`src/gpb_pkg.sv`:
```
// Constants shared by the pin configuration bank and its pin cells.
package gpb_pkg;

  // ---------------------------------------------------------------------
  // Bank size and register indices
  // ---------------------------------------------------------------------
  localparam int         NUM_PINS        = 8;
  localparam int         ADDR_W          = 10;
  localparam int         IDX_W           = 8;
  localparam int         IDX_LSB         = 2;
  localparam logic [7:0] IDX_PIN_2_6     = 8'h31;
  localparam logic [7:0] IDX_PIN_2_7     = 8'h32;
  localparam logic [7:0] IDX_PIN_3_0     = 8'h33;
  localparam logic [7:0] IDX_PIN_3_1     = 8'h34;
  localparam logic [7:0] IDX_PIN_3_2     = 8'h35;
  localparam logic [7:0] IDX_PIN_3_3     = 8'h36;
  localparam logic [7:0] IDX_PIN_3_4     = 8'h37;
  localparam logic [7:0] IDX_PIN_3_5     = 8'h38;
  localparam logic [7:0] IDX_FIRST       = IDX_PIN_2_6;
  localparam logic [7:0] IDX_LAST        = IDX_PIN_3_5;

  // ---------------------------------------------------------------------
  // Field layout of every configuration register
  // ---------------------------------------------------------------------
  localparam int         BIT_DIR         = 0;
  localparam int         BIT_POL         = 1;
  localparam int         BIT_ALT         = 2;
  localparam int         BIT_OD          = 7;
  localparam logic [7:0] CFG_WRITE_MASK  = 8'h87;

  // ---------------------------------------------------------------------
  // Reset values, pin 2.6 in the lowest byte
  // ---------------------------------------------------------------------
  localparam logic [NUM_PINS-1:0][7:0] STBY_RST_VAL =
    {8'h04, 8'h05, 8'h01, 8'h01, 8'h01, 8'h01, 8'h01, 8'h01};
  localparam logic [NUM_PINS-1:0][7:0] MAIN_RST_VAL =
    {8'h04, 8'h00, 8'h00, 8'h00, 8'h00, 8'h00, 8'h00, 8'h00};
  localparam logic [NUM_PINS-1:0]      MAIN_RST_HIT = 8'hB0;

  // ---------------------------------------------------------------------
  // Alternate function kinds, pin 2.6 in the lowest slot
  // ---------------------------------------------------------------------
  localparam logic [1:0] ALT_NONE        = 2'h0;
  localparam logic [1:0] ALT_OUT         = 2'h1;
  localparam logic [1:0] ALT_IN          = 2'h2;
  localparam logic [NUM_PINS-1:0][1:0] ALT_KIND =
    {ALT_OUT, ALT_IN, ALT_NONE, ALT_OUT, ALT_IN, ALT_IN, ALT_OUT, ALT_OUT};

  // ---------------------------------------------------------------------
  // Bus answers
  // ---------------------------------------------------------------------
  localparam logic [1:0] RESP_OKAY       = 2'h0;
  localparam logic [1:0] RESP_SLVERR     = 2'h2;

endpackage

```
`src/gpb_bank.sv`:
```
// Pin configuration bank for eight pads, with an AXI4-Lite register slave.
//
// Operation
// - Bit 0 set makes the pin an input, clear makes it an output.
// - Bit 1 set inverts the pin value, clear passes it unchanged.
// - Bit 7 set gives an open-drain driver, clear a push-pull driver.
// - Index 0x31 sets pin 2.6; bit 2 routes music serial output; resets 0x01.
// - Index 0x32 sets pin 2.7; bit 2 drives the active-low management interrupt.
// - Index 0x33 sets pin 3.0; bit 2 feeds the second fan speed sense.
// - Index 0x34 sets pin 3.1; bit 2 feeds the first fan speed sense.
// - Index 0x35 sets pin 3.2; bit 2 drives the second fan drive output.
// - Pins 3.2 and 3.3 reset 0x01 on standby, 0x00 on main reset.
// - Index 0x36 sets pin 3.3; bit 2 clear is plain GPIO.
// - Index 0x37 sets pin 3.4; bit 2 feeds infrared receive; resets 0x05.
// - Index 0x38 sets pin 3.5; bit 2 drives infrared transmit; resets 0x04.
`timescale 1ns/1ps
module gpb_bank #(
  parameter int ADDR_W = gpb_pkg::ADDR_W
) (
  input  wire logic                            core_clk,
  input  wire logic                            rst,
  input  wire logic                            main_rst,
  input  wire logic                            clk_en,
  input  wire logic [ADDR_W-1:0]               s_axi_awaddr,
  input  wire logic                            s_axi_awvalid,
  output logic                                 s_axi_awready,
  input  wire logic [31:0]                     s_axi_wdata,
  input  wire logic [3:0]                      s_axi_wstrb,
  input  wire logic                            s_axi_wvalid,
  output logic                                 s_axi_wready,
  output logic [1:0]                           s_axi_bresp,
  output logic                                 s_axi_bvalid,
  input  wire logic                            s_axi_bready,
  input  wire logic [ADDR_W-1:0]               s_axi_araddr,
  input  wire logic                            s_axi_arvalid,
  output logic                                 s_axi_arready,
  output logic [31:0]                          s_axi_rdata,
  output logic [1:0]                           s_axi_rresp,
  output logic                                 s_axi_rvalid,
  input  wire logic                            s_axi_rready,
  input  wire logic [gpb_pkg::NUM_PINS-1:0]    pad_in,
  output logic      [gpb_pkg::NUM_PINS-1:0]    pad_out,
  output logic      [gpb_pkg::NUM_PINS-1:0]    pad_oe,
  input  wire logic [gpb_pkg::NUM_PINS-1:0]    gpio_out_value,
  output logic      [gpb_pkg::NUM_PINS-1:0]    gpio_in_value,
  input  wire logic                            music_serial_output,
  input  wire logic                            system_mgmt_interrupt_out_n,
  input  wire logic                            fan_drive_b,
  input  wire logic                            infrared_transmit_b,
  output logic                                 fan_speed_sense_a,
  output logic                                 fan_speed_sense_b,
  output logic                                 infrared_receive_b
);

  localparam int NP = gpb_pkg::NUM_PINS;

  // ---------------------------------------------------------------------
  // Declarations
  // ---------------------------------------------------------------------
  logic [NP-1:0][7:0]   cfg_ff;
  logic [ADDR_W-1:0]    aw_addr_ff;
  logic                 aw_held_ff;
  logic [7:0]           w_data_ff;
  logic                 w_lane0_ff;
  logic                 w_held_ff;
  logic                 bvalid_ff;
  logic [1:0]           bresp_ff;
  logic                 rvalid_ff;
  logic [1:0]           rresp_ff;
  logic [31:0]          rdata_ff;
  logic                 wr_fire;
  logic [NP-1:0]        wr_hit;
  logic                 wr_mapped;
  logic [gpb_pkg::IDX_W-1:0] wr_idx;
  logic [gpb_pkg::IDX_W-1:0] rd_idx;
  logic                 rd_mapped;
  logic [7:0]           rd_byte;
  logic [NP-1:0]        alt_value;
  logic [NP-1:0]        alt_in;

  // ---------------------------------------------------------------------
  // Write channel
  // ---------------------------------------------------------------------
  // Address and data are caught independently, in either order, and the
  // write takes effect once both are held and no response is pending.
  assign s_axi_awready = !aw_held_ff;
  assign s_axi_wready  = !w_held_ff;
  assign wr_fire       = aw_held_ff && w_held_ff && !bvalid_ff && clk_en;
  assign wr_idx        = aw_addr_ff[gpb_pkg::IDX_LSB +: gpb_pkg::IDX_W];
  assign wr_mapped     = (wr_idx >= gpb_pkg::IDX_FIRST) && (wr_idx <= gpb_pkg::IDX_LAST);

  always_ff @(posedge core_clk) begin
    if (rst) begin
      aw_held_ff <= 1'b0;
      aw_addr_ff <= '0;
    end else if (clk_en) begin
      if (s_axi_awvalid && s_axi_awready) begin
        aw_held_ff <= 1'b1;
        aw_addr_ff <= s_axi_awaddr;
      end else if (wr_fire) begin
        aw_held_ff <= 1'b0;
      end
    end
  end

  always_ff @(posedge core_clk) begin
    if (rst) begin
      w_held_ff  <= 1'b0;
      w_data_ff  <= 8'h00;
      w_lane0_ff <= 1'b0;
    end else if (clk_en) begin
      if (s_axi_wvalid && s_axi_wready) begin
        w_held_ff  <= 1'b1;
        w_data_ff  <= s_axi_wdata[7:0];
        w_lane0_ff <= s_axi_wstrb[0];
      end else if (wr_fire) begin
        w_held_ff <= 1'b0;
      end
    end
  end

  always_ff @(posedge core_clk) begin
    if (rst) begin
      bvalid_ff <= 1'b0;
      bresp_ff  <= gpb_pkg::RESP_OKAY;
    end else if (clk_en) begin
      if (wr_fire) begin
        bvalid_ff <= 1'b1;
        bresp_ff  <= wr_mapped ? gpb_pkg::RESP_OKAY : gpb_pkg::RESP_SLVERR;
      end else if (s_axi_bready) begin
        bvalid_ff <= 1'b0;
      end
    end
  end

  assign s_axi_bvalid = bvalid_ff;
  assign s_axi_bresp  = bresp_ff;

  // ---------------------------------------------------------------------
  // Configuration registers
  // ---------------------------------------------------------------------
  // Both resets act whatever the clock enable does, so a frozen bank still
  // comes up in a known state; the standby reset wins over the main one.
  for (genvar i = 0; i < NP; i++) begin : g_cfg
    assign wr_hit[i] = wr_fire && w_lane0_ff &&
                       (wr_idx == gpb_pkg::IDX_FIRST + 8'(i));

    always_ff @(posedge core_clk) begin
      if (rst) begin
        cfg_ff[i] <= gpb_pkg::STBY_RST_VAL[i];
      end else if (main_rst && gpb_pkg::MAIN_RST_HIT[i]) begin
        cfg_ff[i] <= gpb_pkg::MAIN_RST_VAL[i];
      end else if (wr_hit[i]) begin
        cfg_ff[i] <= w_data_ff & gpb_pkg::CFG_WRITE_MASK;
      end
    end

    gpb_pin_cell #(
      .ALT_KIND   (gpb_pkg::ALT_KIND[i])
    ) u_cell (
      .core_clk   (core_clk),
      .rst        (rst),
      .clk_en     (clk_en),
      .cfg        (cfg_ff[i]),
      .gpio_value (gpio_out_value[i]),
      .alt_value  (alt_value[i]),
      .pad_in     (pad_in[i]),
      .pad_out    (pad_out[i]),
      .pad_oe     (pad_oe[i]),
      .gpio_in    (gpio_in_value[i]),
      .alt_in     (alt_in[i])
    );
  end

  // ---------------------------------------------------------------------
  // Alternate function routing
  // ---------------------------------------------------------------------
  // Input slots carry no driven value; the cell ignores them.
  assign alt_value = {infrared_transmit_b, 1'b0, 1'b0, fan_drive_b,
                      1'b0, 1'b0, system_mgmt_interrupt_out_n,
                      music_serial_output};
  assign fan_speed_sense_b  = alt_in[2];
  assign fan_speed_sense_a  = alt_in[3];
  assign infrared_receive_b = alt_in[6];

  // ---------------------------------------------------------------------
  // Read channel
  // ---------------------------------------------------------------------
  assign s_axi_arready = !rvalid_ff;
  assign rd_idx        = s_axi_araddr[gpb_pkg::IDX_LSB +: gpb_pkg::IDX_W];
  assign rd_mapped     = (rd_idx >= gpb_pkg::IDX_FIRST) && (rd_idx <= gpb_pkg::IDX_LAST);

  always_comb begin
    rd_byte = 8'h00;
    for (int k = 0; k < NP; k++) begin
      if (rd_idx == gpb_pkg::IDX_FIRST + 8'(k)) begin
        rd_byte = cfg_ff[k];
      end
    end
  end

  always_ff @(posedge core_clk) begin
    if (rst) begin
      rvalid_ff <= 1'b0;
      rresp_ff  <= gpb_pkg::RESP_OKAY;
      rdata_ff  <= 32'h0000_0000;
    end else if (clk_en) begin
      if (s_axi_arvalid && s_axi_arready) begin
        rvalid_ff <= 1'b1;
        rresp_ff  <= rd_mapped ? gpb_pkg::RESP_OKAY : gpb_pkg::RESP_SLVERR;
        rdata_ff  <= {24'h00_0000, rd_byte};
      end else if (s_axi_rready) begin
        rvalid_ff <= 1'b0;
      end
    end
  end

  assign s_axi_rvalid = rvalid_ff;
  assign s_axi_rresp  = rresp_ff;
  assign s_axi_rdata  = rdata_ff;

  // ---------------------------------------------------------------------
  // Assertions
  // ---------------------------------------------------------------------
  rsv_bits_zero_a: assert property (
    @(posedge core_clk) disable iff (rst)
    (cfg_ff[0][6:3] | cfg_ff[1][6:3] | cfg_ff[2][6:3] | cfg_ff[3][6:3] |
     cfg_ff[4][6:3] | cfg_ff[5][6:3] | cfg_ff[6][6:3] | cfg_ff[7][6:3]) == 4'h0)
    else $error("Reserved configuration bits are not zero.");

  stby_reset_vals_a: assert property (
    @(posedge core_clk) disable iff (rst)
    $fell(rst) |-> (cfg_ff[0] == 8'h01 && cfg_ff[4] == 8'h01 &&
                    cfg_ff[6] == 8'h05 && cfg_ff[7] == 8'h04))
    else $error("Standby reset values are wrong.");

  main_reset_vals_a: assert property (
    @(posedge core_clk) disable iff (rst)
    main_rst |=> (cfg_ff[4] == 8'h00 && cfg_ff[5] == 8'h00 &&
                  cfg_ff[0] == $past(cfg_ff[0])))
    else $error("Main reset did not clear pins 3.2 and 3.3.");

  main_reset_tx_a: assert property (
    @(posedge core_clk) disable iff (rst)
    main_rst |=> cfg_ff[7] == 8'h04)
    else $error("Main reset did not load pin 3.5 value.");

  input_no_drive_a: assert property (
    @(posedge core_clk) disable iff (rst)
    (clk_en && cfg_ff[3][0] && !cfg_ff[3][2]) |=> !pad_oe[3])
    else $error("Input pin is still driven.");

  polarity_read_a: assert property (
    @(posedge core_clk) disable iff (rst)
    clk_en |=> gpio_in_value[5] == ($past(pad_in[5]) ^ $past(cfg_ff[5][1])))
    else $error("Read value ignores polarity.");

  open_drain_a: assert property (
    @(posedge core_clk) disable iff (rst)
    (clk_en && cfg_ff[0][7]) |=> !pad_out[0])
    else $error("Open drain pin drives high.");

  smi_route_a: assert property (
    @(posedge core_clk) disable iff (rst)
    (clk_en && cfg_ff[1][2] && !cfg_ff[1][7])
      |=> (pad_oe[1] && pad_out[1] == $past(system_mgmt_interrupt_out_n)))
    else $error("Interrupt output not routed to pin 2.7.");

  tach_b_route_a: assert property (
    @(posedge core_clk) disable iff (rst)
    (clk_en && cfg_ff[2][2]) |=> fan_speed_sense_b == $past(pad_in[2]))
    else $error("Second speed sense not taken from pin 3.0.");

  tach_a_route_a: assert property (
    @(posedge core_clk) disable iff (rst)
    (clk_en && !cfg_ff[3][2]) |=> !fan_speed_sense_a)
    else $error("First speed sense active while pin 3.1 is GPIO.");

  fan_route_a: assert property (
    @(posedge core_clk) disable iff (rst)
    (clk_en && cfg_ff[4][2] && !cfg_ff[4][7])
      |=> pad_out[4] == $past(fan_drive_b))
    else $error("Fan drive not routed to pin 3.2.");

  plain_gpio_a: assert property (
    @(posedge core_clk) disable iff (rst)
    (clk_en && !cfg_ff[5][0] && !cfg_ff[5][7])
      |=> pad_oe[5] && pad_out[5] == ($past(gpio_out_value[5]) ^ $past(cfg_ff[5][1])))
    else $error("Pin 3.3 does not act as GPIO output.");

  ir_rx_route_a: assert property (
    @(posedge core_clk) disable iff (rst)
    (clk_en && cfg_ff[6][2]) |=> (!pad_oe[6] && infrared_receive_b == $past(pad_in[6])))
    else $error("Infrared receive not taken from pin 3.4.");

  write_answer_a: assert property (
    @(posedge core_clk) disable iff (rst)
    wr_fire |=> (s_axi_bvalid &&
                 s_axi_bresp == ($past(wr_mapped) ? gpb_pkg::RESP_OKAY : gpb_pkg::RESP_SLVERR)))
    else $error("Write response missing or wrong.");

endmodule

```
`src/gpb_pin_cell.sv`:
```
// One pad cell: direction, polarity, driver type and alternate function routing.
`timescale 1ns/1ps
module gpb_pin_cell #(
  parameter logic [1:0] ALT_KIND = gpb_pkg::ALT_NONE
) (
  input  wire logic       core_clk,
  input  wire logic       rst,
  input  wire logic       clk_en,
  input  wire logic [7:0] cfg,
  input  wire logic       gpio_value,
  input  wire logic       alt_value,
  input  wire logic       pad_in,
  output logic            pad_out,
  output logic            pad_oe,
  output logic            gpio_in,
  output logic            alt_in
);

  logic alt_sel;
  logic nxt_drive_en;
  logic nxt_drive_val;

  // A pin without an alternate function keeps the stored bit but stays GPIO.
  assign alt_sel = cfg[gpb_pkg::BIT_ALT] && (ALT_KIND != gpb_pkg::ALT_NONE);

  always_comb begin
    if (alt_sel) begin
      nxt_drive_en  = (ALT_KIND == gpb_pkg::ALT_OUT);
      nxt_drive_val = alt_value;
    end else begin
      nxt_drive_en  = !cfg[gpb_pkg::BIT_DIR];
      nxt_drive_val = gpio_value ^ cfg[gpb_pkg::BIT_POL];
    end
  end

  // Open drain only ever pulls low, so a high level releases the pad.
  always_ff @(posedge core_clk) begin
    if (rst) begin
      pad_oe  <= 1'b0;
      pad_out <= 1'b0;
    end else if (clk_en) begin
      pad_oe  <= nxt_drive_en && (!cfg[gpb_pkg::BIT_OD] || !nxt_drive_val);
      pad_out <= nxt_drive_val && !cfg[gpb_pkg::BIT_OD];
    end
  end

  always_ff @(posedge core_clk) begin
    if (rst) begin
      gpio_in <= 1'b0;
      alt_in  <= 1'b0;
    end else if (clk_en) begin
      gpio_in <= pad_in ^ cfg[gpb_pkg::BIT_POL];
      alt_in  <= alt_sel && (ALT_KIND == gpb_pkg::ALT_IN) && pad_in;
    end
  end

endmodule

```
`config.mk`:
```
export PLATFORM = sky130hd
export DESIGN_NAME = gpb_bank
export DESIGN_NICKNAME = d
export VERILOG_FILES = /design/src/gpb_pkg.sv /design/src/gpb_bank.sv /design/src/gpb_pin_cell.sv
export SDC_FILE = /design/constraint.sdc
export NUM_CORES = 1
export LEC_CHECK = 0
export BUFFER_PORTS_ARGS = -buffer_cell sky130_fd_sc_hd__buf_2
export CORE_MARGIN = 2
export CORE_UTILIZATION = 50
export CTS_CLUSTER_DIAMETER = 120
export DETAILED_ROUTE_END_ITERATION = 10
export PLACE_DENSITY = 0.92
export SLEW_MARGIN = 25
export SYNTH_ARGS = -nofsm -noshare
export SYNTH_HDL_FRONTEND = slang
export SYNTH_SLANG_ARGS = --single-unit
```
`constraint.sdc`:
```
create_clock -name core_clk -period 1.7 [get_ports core_clk]
set_clock_uncertainty 0.1 [all_clocks]
set_input_delay 0.085 -clock core_clk [delete_from_list [all_inputs] [get_ports core_clk]]
set_output_delay 0.085 -clock core_clk [all_outputs]
set_load 0.01 [all_outputs]
```
Yosys cells after proc, flatten, opt, wreduce, memory -nomap -nowiden
Index checks and enable logic that the tools add are counted.
{"block": "classes", "reduce_logical": 87, "n_mux": 35, "bitwise_logic": 16, "order_cmp": 4, "n_eq_ne": 16}
{"cell": "8-bit by 6-bit equality test with 1-bit output (second input constant)", "n": 16}
{"cell": "8-bit 2-to-1 mux", "n": 8}
{"cell": "1-bit logical AND", "n": 36}
{"cell": "1-bit logical NOT", "n": 28}
{"cell": "1-bit 2-to-1 mux", "n": 25}
{"cell": "8-bit by 6-bit greater-or-equal comparator with 1-bit output (second input constant)", "n": 2}
{"cell": "8-bit by 6-bit <= comparator with 1-bit output (second input constant)", "n": 2}
{"cell": "2-bit AND reduction", "n": 8}
{"cell": "1-bit bitwise XOR", "n": 16}
{"cell": "2-bit nonzero test", "n": 6}
{"cell": "1-bit logical OR", "n": 8}
{"cell": "2-bit 2-to-1 mux", "n": 2}
{"cell": "2-bit OR reduction", "n": 1}
{"block": "totals", "regBits": 94}

Depth between registers and ports, before layout
Gate-level depths: netlist of the first run.
{"block": "depth", "word_depth": 9, "depth_mapped": 6}

By module
Synthesis of the first run repeated with hierarchy kept, for this count alone.
{"block": "unflattened", "cells_unflattened": 464, "hier_area_um2": 4086.4}
{"module": "gpb_bank", "n_inst": 1, "cells_each": 309, "area_per_inst_um2": 2716.4}
{"module": "gpb_pin_cell (g_cfg[0].u_cell ...)", "n_inst": 4, "cells_each": 19, "area_per_inst_um2": 165.2}
{"module": "gpb_pin_cell (g_cfg[2].u_cell ...)", "n_inst": 3, "cells_each": 21, "area_per_inst_um2": 185.2}
{"module": "gpb_pin_cell (g_cfg[5].u_cell)", "n_inst": 1, "cells_each": 16, "area_per_inst_um2": 153.9}

Worst setup path before layout of the first run
Ideal clock, no wire load.
{"block": "synth_path", "path_type": "register to register", "startpoint": "register aw_addr_ff[9]", "endpoint": "register cfg_ff[48] (netlist name)", "setup_slack_ps": 121, "arrival_ps": 1359, "stages_incl_launch_ff": 6, "period_less_slack_ps": 1579, "required_ps": 1480, "path_cell_list": "dfxtp_1 nand4bb_1 buf_6 nor4b_4 nor2b_1 a211o_1"}
{"block": "synth_via", "elab_chain_cells": 2}
{"item": "start: declaration", "line": "gpb_bank.sv:61", "source": "logic [ADDR_W-1:0] aw_addr_ff;"}
{"item": "start signal: assignment", "line": "gpb_bank.sv:99", "source": "aw_addr_ff <= s_axi_awaddr;"}
{"item": "8-bit by 6-bit equality test with 1-bit output", "line": "gpb_bank.sv:146", "source": "(wr_idx == gpb_pkg::IDX_FIRST + 8'(i));"}
{"item": "1-bit logical AND", "line": "gpb_bank.sv:145", "source": "assign wr_hit[i] = wr_fire && w_lane0_ff &&"}
{"item": "end signal: indexed assignment", "line": "gpb_bank.sv:150", "source": "cfg_ff[i] <= gpb_pkg::STBY_RST_VAL[i];"}
{"item": "end signal: indexed assignment", "line": "gpb_bank.sv:152", "source": "cfg_ff[i] <= gpb_pkg::MAIN_RST_VAL[i];"}
{"item": "end signal: indexed assignment", "line": "gpb_bank.sv:154", "source": "cfg_ff[i] <= w_data_ff & gpb_pkg::CFG_WRITE_MASK;"}
{"item": "end: declaration", "line": "gpb_bank.sv:60", "source": "logic [NP-1:0][7:0] cfg_ff;"}
No other way between the ends.
A chain may end at the register's enable or synchronous reset.

Worst setup path after layout of the first run
{"block": "layout_path", "startpoint": "register aw_addr_ff[8]", "endpoint": "register cfg_ff[58] (netlist name)"}
The elaborated chain is that of the path after synthesis.

==> impl_metrics.py, run 1 <==
metrics = {
    "place": {
        "dp.cells": 611,
        "hpwl_mm": 6.924,
        "post_dp_cell_area_um2": 4452,
        "gp_congestion": 0.8436,
        "io_buffers": 87,
    },
    "outcome": {
        "violations": "setup timing",
        "outcome": "complete, but fails checks",
    },
    "setup_path": {
        "critPathMaxFanout": 8,
        "crit_type": "flip-flop to flip-flop",
        "path_cells": "nand4bb_1 -> buf_6 -> or3b_2 -> o21ai_0 -> nand3b_1",
        "reg2regPathDepth": 5,
        "crit_required_ps": 1830,
        "max_stage_delay_ps": 490,
        "worst-path-stages": 5,
        "critPathBufInv": 1,
        "cp.arrival_ps": 1840,
        "worstSetupStartpointType": "flip-flop",
        "endpoint_kind": "flip-flop",
        "cp_slowest_cell": "or3b_2",
        "cpLargestDelayFamily": "simple AND/OR/NAND/NOR gates",
    },
    "timing": {
        "final_max_slew_viol_count": 0,
        "hold_viol": 0,
        "max_slew.worst_pin.slew_ps": 508.1,
        "setup_viol": 1,
        "setup_tns_ps": -4.459,
        "finalCritPeriodShare": 1.003,
        "setup_ws_ps": -4.459,
        "fmax_ghz": 0.5867,
        "rsz0062_at_grt": "yes",
        "fin_crit_ps": 1704,
        "relSlewSlack": 0.6603,
    },
    "logic_synthesis": {
        "postSynthAreaPerCell_um2": 9.232,
        "synth_edf_count": 0,
        "synth_cell_types": 49,
        "synth_top_cell_area_share": 0.3916,
        "syn_inst": 454,
        "yosysTopAreaCell": "dfxtp_1",
        "synth_area_leaders": "dfxtp_1 (39%), mux2i_1 (10%), buf_4 (9.9%)",
        "yosys_warnings": 0,
        "yosysMostFrequentCell": "dfxtp_1",
        "synth_ff_type": "dfxtp_1",
        "async_reset_ff_frac": 0,
        "synth.cells.most_frequent": "dfxtp_1 (82), buf_4 (55), nor2_1 (50), mux2i_1 (43), nand2b_1 (35)",
        "synth_area_um2": 4192,
        "ys_seq_elements": 82,
        "ys_seq_area_frac": 0.3916,
    },
    "die": {
        "io_pins": 153,
        "dieArea_um2": 9132,
        "die_x_um": 95.56,
        "core_area_um2": 8175,
        "die_h_um": 95.56,
        "rows": 33,
        "start_util": 0.5127,
    },
    "worst_hold_path": {
        "min_path_cells": 3,
        "hold_path.class": "input pin to flip-flop",
    },
    "pwr": {
        "total_power_uw": 4142,
        "p_leak_uw": 0.002274,
        "powerDensity_nw_per_um2": 824.0,
        "ir_drop_v": 0.0004400,
    },
    "cts": {
        "cts_tree": "yes",
        "cts_buffers": 9,
        "clk_latency_ps": 350,
        "cts-htree-levels": 3,
        "clkTransAtPathRegs_ps": 80,
        "cts_max_path_buffers": 2,
        "cts.sinks": 82,
        "root_buffer": "clkbuf_8",
    },
    "layout": {
        "num_antenna_cells": 0,
        "drive_gt1_frac": 0.2437,
        "syn2layout_area_growth_pct": 19.91,
        "final_area_um2": 5026,
        "layout.cells.non_filler": 659,
        "final_nets": 635,
        "n_fill_cell": 677,
    },
    "drt": {
        "wl_per_cell_um": 14.98,
        "drtIter0Drc": 164,
        "routed_wl_mm": 9.870,
        "vias": 3467,
        "viasPerCell": 5.261,
        "firstDrtPassIters": 5,
        "drtAntennaViolNets": 0,
        "drc": 0,
    },
    "global_routing": {
        "track_usage": 0.2216,
        "grt_max_degree": 40,
        "grt.overflow.total": 0,
        "antenna_found_initial": 0,
        "grt_pass1_wl_mm": 15.82,
        "grt_pass1_vias": 3391,
    },
    "flow_run": {
        "cap_viol_max_count": 0,
    },
}
-- final cells by class --
class                   count  area [um2]  area share
clock buffers              10       127.6     0.02539
clock inverters             5       103.9     0.02066
inverters                  11       41.29    0.008215
multi-input cells         314        2123      0.4225
flip-flops and latches     82        1643      0.3269
well taps                 105       131.4     0.02614
repair buffers            132       855.8      0.1703
-- where the power goes --
| part | switching, uW | internal [uW] | total, uW |
|---|---|---|---|
| Clock | 688 | 969 | 1660 |
| Sequential | 41.1 | 1970 | 2010 |
| Combinational | 248 | 223 | 471 |
| Total | 977 | 3160 | 4140 |
-- metal layers --
layer	up-vias	GRT usage	part of all wire
li1	1691	-	-
met3	16	0.04190	0.070
met4	0	0.08333	0.014
met5	-	0	0
met1	1628	0.2721	0.42
met2	132	0.3834	0.49
-- per-stage QoR --
stage / hold WS, ps / setup slack [ps] / util
6_report: 16.31 / -4.459 / 0.6148
5_1_grt: 15.67 / -17.91 / 0.6148
4_1_cts: 9.659 / 6.377 / 0.6097
3_5_place_dp: 216.3 / 43.34 / 0.5445
3_3_place_gp: 199.9 / 87.20 / 0.5445
2_1_floorplan: 88.36 / 121.0 / -
-- worst register-to-register path: stages (launching register included) --
cell and delay (ps):
dfxtp_1 320, nand4bb_1 210, buf_6 160, or3b_2 490, o21ai_0 220, nand3b_1 100
-- what timing repair did --
item | in CTS | in global routing
hold buffers | 30 | 0
resized for setup | 1 | 7
setup buffers | 0 | 3
hold endpoints to repair | 34 | 0
endpoints found under the setup margin | 1 | 17
pin swaps | 0 | 4
-- flip-flops by register name (all words and copies together), names as in the netlist --
signal	flops
aw_held_ff	1
g_cfg.u_cell.gpio_in	8
s_axi_rdata	4
g_cfg.u_cell.pad_out	8
s_axi_bvalid	1
aw_addr_ff	8
w_lane0_ff	1
g_cfg.u_cell.pad_oe	8
g_cfg.u_cell.alt_in	3
s_axi_rresp	1
w_data_ff	4
cfg_ff	32
s_axi_bresp	1
w_held_ff	1
s_axi_rvalid	1
-- logic make-up (layout without fill, tap and decap cells) --
group,Yosys count,after routing,share of synthesized area
buffers and inverters,87,158,0.1304
AOI/OAI and AO/OA,68,68,0.1060
xor gates and xnor gates,18,18,0.03761
muxes,50,50,0.1322
DFF,82,82,0.3916
and+or+nand+nor,148,148,0.2012
other,1,30,0.0008947
-- cells in the final DEF, fill, tap and decap left out, types with 2 or more instances in the layout --
cell type / n
nand2_1: 8
mux4_2: 4
a221oi_1: 4
a21o_1: 3
bufinv_16: 3
nand2b_1: 35
dlygate4sd3_1: 30
nand4_1: 3
buf_6: 2
xnor2_1: 9
o21ai_0: 9
a211o_1: 2
nand3_1: 16
buf_4: 13
o221ai_1: 4
conb_1: 30
mux2_2: 3
mux2i_1: 42
nor2b_1: 8
o21bai_1: 2
a21oi_1: 24
xor2_1: 9
a211oi_1: 11
nand3b_1: 4
nor2_1: 50
clkbuf_8: 9
nor3_1: 6
inv_1: 11
o2111ai_1: 4
o31ai_1: 3
and3_1: 2
dfxtp_1: 81
buf_2: 87
-- final timing paths --
| check | from | end | slack (ps) |
|---|---|---|---|
| setup reg to reg | aw_addr_ff[8]$_SDFFE_PP0P_ | cfg_ff[58]$_SDFFE_PP1P_ | -4 |
| hold / removal | clk_en | g_cfg[2].u_cell.pad_out$_SDFFE_PP0P_ | 20 |
| setup / recovery | aw_addr_ff[8]$_SDFFE_PP0P_ | cfg_ff[58]$_SDFFE_PP1P_ | -4 |
| hold reg to reg | g_cfg[3].u_cell.pad_out$_SDFFE_PP0P_ | g_cfg[3].u_cell.pad_out$_SDFFE_PP0P_ | 370 |
Power figures use the tool's default switching activity.
==> run 2, diff against run 1 <==
Settings changed: RECOVER_POWER from default to 25.
==> impl_metrics.py, run 2 (synthesis results as in run 1) <==
metrics = {
    "outcome": {
        "outcome": "completed",
    },
    "setup_path": {
        "endpoint_kind": "flip-flop",
        "critPathMaxFanout": 8,
        "crit_required_ps": 1830,
        "startpoint": "aw_addr_ff[8]$_SDFFE_PP0P_",
        "path_cells": "nand4bb_1 -> buf_6 -> or3b_2 -> o21ai_0 -> a21oi_1",
        "reg2regPathDepth": 5,
        "crit_type": "flip-flop to flip-flop",
        "cp.arrival_ps": 1780,
        "worst-r2r-setup-slack_ps": 50,
        "worstSetupStartpointType": "flip-flop",
        "crit_path_end": "cfg_ff[63]$_SDFFE_PP0P_",
        "cp_slowest_cell": "or3b_2",
        "r2r-end": "cfg_ff[63]$_SDFFE_PP0P_",
        "max_stage_delay_ps": 480,
        "rr_startpoint": "aw_addr_ff[8]$_SDFFE_PP0P_",
    },
    "drt": {
        "drtAntennaViolNets": 0,
        "drc": 0,
        "vias": 3481,
        "viasPerCell": 5.282,
        "drtIter0Drc": 161,
        "firstDrtPassIters": 4,
        "routed_wl_mm": 9.846,
        "wl_per_cell_um": 14.94,
    },
    "pwr": {
        "powerDensity_nw_per_um2": 826.3,
        "total_power_uw": 4132,
        "p_leak_uw": 0.002197,
        "ir_drop_v": 0.0004438,
    },
    "timing": {
        "finalCritPeriodShare": 0.9719,
        "setup_tns_ps": 0,
        "hold_viol": 0,
        "max_slew.worst_pin.slew_ps": 505.3,
        "fmax_ghz": 0.6052,
        "relSlewSlack": 0.6622,
        "rsz0062_at_grt": "yes",
        "final_max_slew_viol_count": 0,
        "fin_crit_ps": 1652,
        "setup_viol": 0,
    },
    "global_routing": {
        "grt_pass1_wl_mm": 15.82,
        "grt_max_degree": 40,
        "track_usage": 0.2216,
        "grt_pass1_vias": 3391,
        "grt.overflow.total": 0,
        "antenna_found_initial": 0,
    },
    "die": {
        "rows": 33,
        "die_h_um": 95.56,
        "die_x_um": 95.56,
        "io_pins": 153,
        "dieArea_um2": 9132,
        "core_area_um2": 8175,
        "start_util": 0.5127,
    },
    "layout": {
        "seq_area_um2": 1643,
        "final_nets": 635,
        "multi_input_area_um2": 2123,
        "final_cell_mix": "dfxtp_1 (81), buf_2 (69), nor2_1 (50)",
        "layout_commonest_cell": "dfxtp_1",
        "largest_reg_flops": 32,
        "drive_gt1_frac": 0.2094,
        "num_antenna_cells": 0,
        "syn2layout_area_growth_pct": 19.28,
        "n_fill_cell": 690,
        "largest-register": "cfg_ff",
    },
    "worst_hold_path": {
        "hold_path.class": "input pin to flip-flop",
    },
    "cts": {
        "root_buffer": "clkbuf_8",
        "cts_tree": "yes",
        "cts_max_path_buffers": 2,
        "cts_buffers": 9,
        "clkTransAtPathRegs_ps": 80,
        "cts-htree-levels": 3,
        "cts.sinks": 82,
        "clk_latency_ps": 340,
    },
    "place": {
        "hpwl_mm": 6.924,
        "io_buffers": 87,
        "gp_congestion": 0.8436,
    },
    "flow_run": {
        "cap_viol_max_count": 0,
    },
}
==> run 2: cell types whose count changed in the layout (fill, tap and decap cells not counted) <==
cell,delta
clkbuf_1,+19
buf_2,-18
buf_4,-1
==> run 2: how the worst min path moves through the flow <==
stage             start                                   end  slack (ps)  cells after the start
5_1_grt          clk_en  g_cfg[2].u_cell.pad_out$_SDFFE_PP0P_          20                      3
3_3_place_gp   main_rst               cfg_ff[32]$_SDFFE_PP1P_         200                      2
3_5_place_dp   main_rst               cfg_ff[40]$_SDFFE_PP1P_         220                      2
2_1_floorplan  main_rst               cfg_ff[32]$_SDFFE_PP1P_          90                      1
6_report         clk_en  g_cfg[2].u_cell.pad_out$_SDFFE_PP0P_          20                      3
4_1_cts          clk_en  g_cfg[2].u_cell.pad_out$_SDFFE_PP0P_          10                      3
==> run 2: repair_timing <==
action | CTS | global route
pin swaps | 0 | 4
hold endpoints to repair | 34 | 0
endpoints found under the setup margin | 1 | 17
buffers inserted | 0 | 3
hold buffers | 30 | 0
resized for setup | 1 | 7
==> run 2: layer usage <==
metal | GRT usage | wire (um)
met1 | 0.2721 | 4127
met4 | 0.08333 | 144
met5 | 0 | 0
met2 | 0.3834 | 4856
met3 | 0.04190 | 718
==> run 2: area by class of cell <==
cell class                      instances  area share
Sequential cell                        82      0.3286
Timing Repair Buffer                  132      0.1659
Tap cell                              105     0.02628
Clock inverter                          5     0.02077
Inverter                               11    0.008258
Clock buffer                           10     0.02553
Multi-Input combinational cell        314      0.4247
==> run 2: through the flow <==
step | std cells | setup slack (ps) | hold slack (ps) | area (um2) | util
global placement | 611 | 87.20 | 199.9 | 4452 | 0.5445
global route | 659 | -17.91 | 15.67 | 5000 | 0.6116
detailed placement | 611 | 43.34 | 216.3 | 4452 | 0.5445
finish | 659 | 47.69 | 22.99 | 5000 | 0.6116
floorplan | 483 | 121.0 | 88.36 | 4300 | -
CTS | 656 | 6.377 | 9.659 | 4985 | 0.6097
==> run 2: critical path: cells and delay by family, from the launching register on <==
family	cells	cell delay, ps
compound gates	2	280
simple gates	2	680
flops	1	320
buf+inv	1	160
==> run 2: report_power, final <==
group | total [uW] | switching [uW] | internal, uW
clock network | 1650 | 682 | 969
logic | 466 | 248 | 218
registers | 2020 | 41.8 | 1970
==> run 3, diff against run 2 <==
Settings changed: CORE_UTILIZATION 50 to 54, PLACE_DENSITY 0.92 to 0.95.
Clock period 1.7 ns to 2 ns, I/O delays scaled along.
==> impl_metrics.py, run 3 (synthesis results as in run 1) <==
metrics = {
    "drt": {
        "wl_per_cell_um": 14.93,
        "drc": 0,
        "viasPerCell": 5.335,
        "vias": 3457,
        "drtAntennaViolNets": 0,
        "routed_wl_mm": 9.673,
        "firstDrtPassIters": 4,
        "drtIter0Drc": 257,
    },
    "outcome": {
        "outcome": "completed",
    },
    "setup_path": {
        "cp_slowest_cell": "nor4b_4",
        "r2r-end": "cfg_ff[48]$_SDFFE_PP1P_",
        "path_cells": "nand4bb_1 -> buf_4 -> nor4b_4 -> nor2b_1 -> a211o_1",
        "reg2regPathDepth": 5,
        "worstSetupStartpointType": "flip-flop",
        "critPathMaxFanout": 8,
        "worst-r2r-setup-slack_ps": 250,
        "endpoint_kind": "flip-flop",
        "cp.arrival_ps": 1910,
        "crit_required_ps": 2160,
        "max_stage_delay_ps": 470,
        "cpLargestDelayFamily": "simple AND/OR/NAND/NOR gates",
        "crit_type": "flip-flop to flip-flop",
        "critPathBufInv": 1,
        "rr_startpoint": "aw_addr_ff[9]$_SDFFE_PP0P_",
    },
    "timing": {
        "fin_crit_ps": 1748,
        "hold_viol": 0,
        "setup_tns_ps": 0,
        "hold_slack_ps": 0.8429,
        "max_slew.worst_pin.slew_ps": 512.9,
        "finalCritPeriodShare": 0.8742,
        "final_max_slew_viol_count": 0,
        "setup_viol": 0,
        "rsz0062_at_grt": "no",
        "fmax_ghz": 0.5720,
        "relSlewSlack": 0.6571,
    },
    "cts": {
        "root_buffer": "clkbuf_8",
        "cts_buffers": 9,
        "clk_latency_ps": 370,
        "post_cts_resized": 0,
        "cts.sinks": 82,
        "cts-htree-levels": 3,
        "cts_max_path_buffers": 2,
        "clkTransAtPathRegs_ps": 80,
        "cts_tree": "yes",
    },
    "layout": {
        "final_area_um2": 4861,
        "drive_gt1_frac": 0.1886,
        "multi_input_area_um2": 2112,
        "layout_commonest_cell": "dfxtp_1",
        "num_antenna_cells": 0,
        "layout.cells.non_filler": 648,
        "seq_area_um2": 1642,
        "n_fill_cell": 595,
        "largest-register": "cfg_ff",
        "final_cell_mix": "dfxtp_1 (82), buf_2 (68), nor2_1 (50)",
        "largest_reg_flops": 32,
        "final_nets": 626,
        "final_util": 0.6390,
        "syn2layout_area_growth_pct": 15.97,
    },
    "pwr": {
        "p_sw_frac": 0.2658,
        "powerDensity_nw_per_um2": 665.2,
        "p_sw_uw": 859.5,
        "pwr-share-seq": 0.531,
        "comb_power_share": 0.118,
        "pwr-share-clk": 0.351,
        "ir_drop_v": 0.0003540,
        "p_int_uw": 2374,
        "p_leak_uw": 0.002122,
    },
    "die": {
        "start_util": 0.5510,
        "dieArea_um2": 8482,
        "die_h_um": 92.10,
        "io_pins": 153,
        "core_area_um2": 7607,
        "die_x_um": 92.10,
        "rows": 32,
    },
    "global_routing": {
        "track_usage": 0.2333,
        "grt_max_degree": 40,
        "grt_pass1_wl_mm": 15.85,
        "antenna_found_initial": 0,
        "grt.overflow.total": 0,
        "grt_pass1_vias": 3348,
    },
    "flow_run": {
        "cap_viol_max_count": 0,
    },
    "place": {
        "post_dp_cell_area_um2": 4403,
        "gp_congestion": 0.8377,
        "io_buffers": 87,
        "hpwl_mm": 6.907,
        "dp.cells": 602,
    },
    "worst_hold_path": {
        "hp-start": "rst",
        "min_path_cells": 2,
        "hold_path_end": "s_axi_rvalid$_SDFFE_PP0P_",
        "hold_path.class": "input pin to flip-flop",
    },
}
run 3: changes by cell type in the layout (fill, tap and decap cells not counted), sizes merged:
cell,delta
buf,-9
bufinv,-3
clkbuf,+2
clkinv,+1
clkinvlp,+1
run 3: through the flow:
step,worst slack [ps],total power (uW)
after floorplan,421.0,2036
after global placement,330.6,2077
after detailed placement,254.9,2091
after CTS,251.4,3215
after global routing,164.7,3327
final,251.6,3234
run 3: routing by layer:
metal	wire length (um)	vias up	GRT usage
li1	-	1666	-
met1	4133	1642	0.2896
met2	4800	137	0.3989
met3	560	12	0.03780
met4	179	0	0.1032
met5	0	-	0
run 3: what timing repair did:
action	4_1_cts	5_1_grt
endpoints found under the hold margin	34	0
buffers inserted	0	0
hold buffers	30	0
run 3: worst reg2reg max path, stage by stage (launching register included):
cell and delay (ps):
dfxtp_1 310, nand4bb_1 180, buf_4 190, nor4b_4 470, nor2b_1 110, a211o_1 290
run 3: area by class of cell:
class,instances,share of cell area
clock buffers,12,0.03192
clock inverters,4,0.005405
inverters,11,0.008494
multi-input cells,314,0.4345
flip-flops and latches,82,0.3377
well taps,102,0.02625
repair buffers,123,0.1557
run 3: how the worst max path moves through the flow:
stage                                           from  slack, ps  cells after the start                       to
after floorplan           aw_addr_ff[9]$_SDFFE_PP0P_        420                      5  cfg_ff[48]$_SDFFE_PP1P_
after global placement    aw_addr_ff[9]$_SDFFE_PP0P_        330                      5  cfg_ff[48]$_SDFFE_PP1P_
after detailed placement  aw_addr_ff[9]$_SDFFE_PP0P_        250                      5  cfg_ff[48]$_SDFFE_PP1P_
after CTS                 aw_addr_ff[9]$_SDFFE_PP0P_        250                      5  cfg_ff[48]$_SDFFE_PP1P_
after global routing      aw_addr_ff[9]$_SDFFE_PP0P_        160                      5  cfg_ff[48]$_SDFFE_PP1P_
final                     aw_addr_ff[9]$_SDFFE_PP0P_        250                      5  cfg_ff[48]$_SDFFE_PP1P_
run 3: power groups by stage:
stage	sequential, uW	clock, uW	combinational (uW)
2_1_floorplan	1740	0	291
3_5_place_dp	1750	0	337
6_report	1720	1130	383
5_1_grt	1720	1180	420
4_1_cts	1720	1120	384
3_3_place_gp	1750	0	327
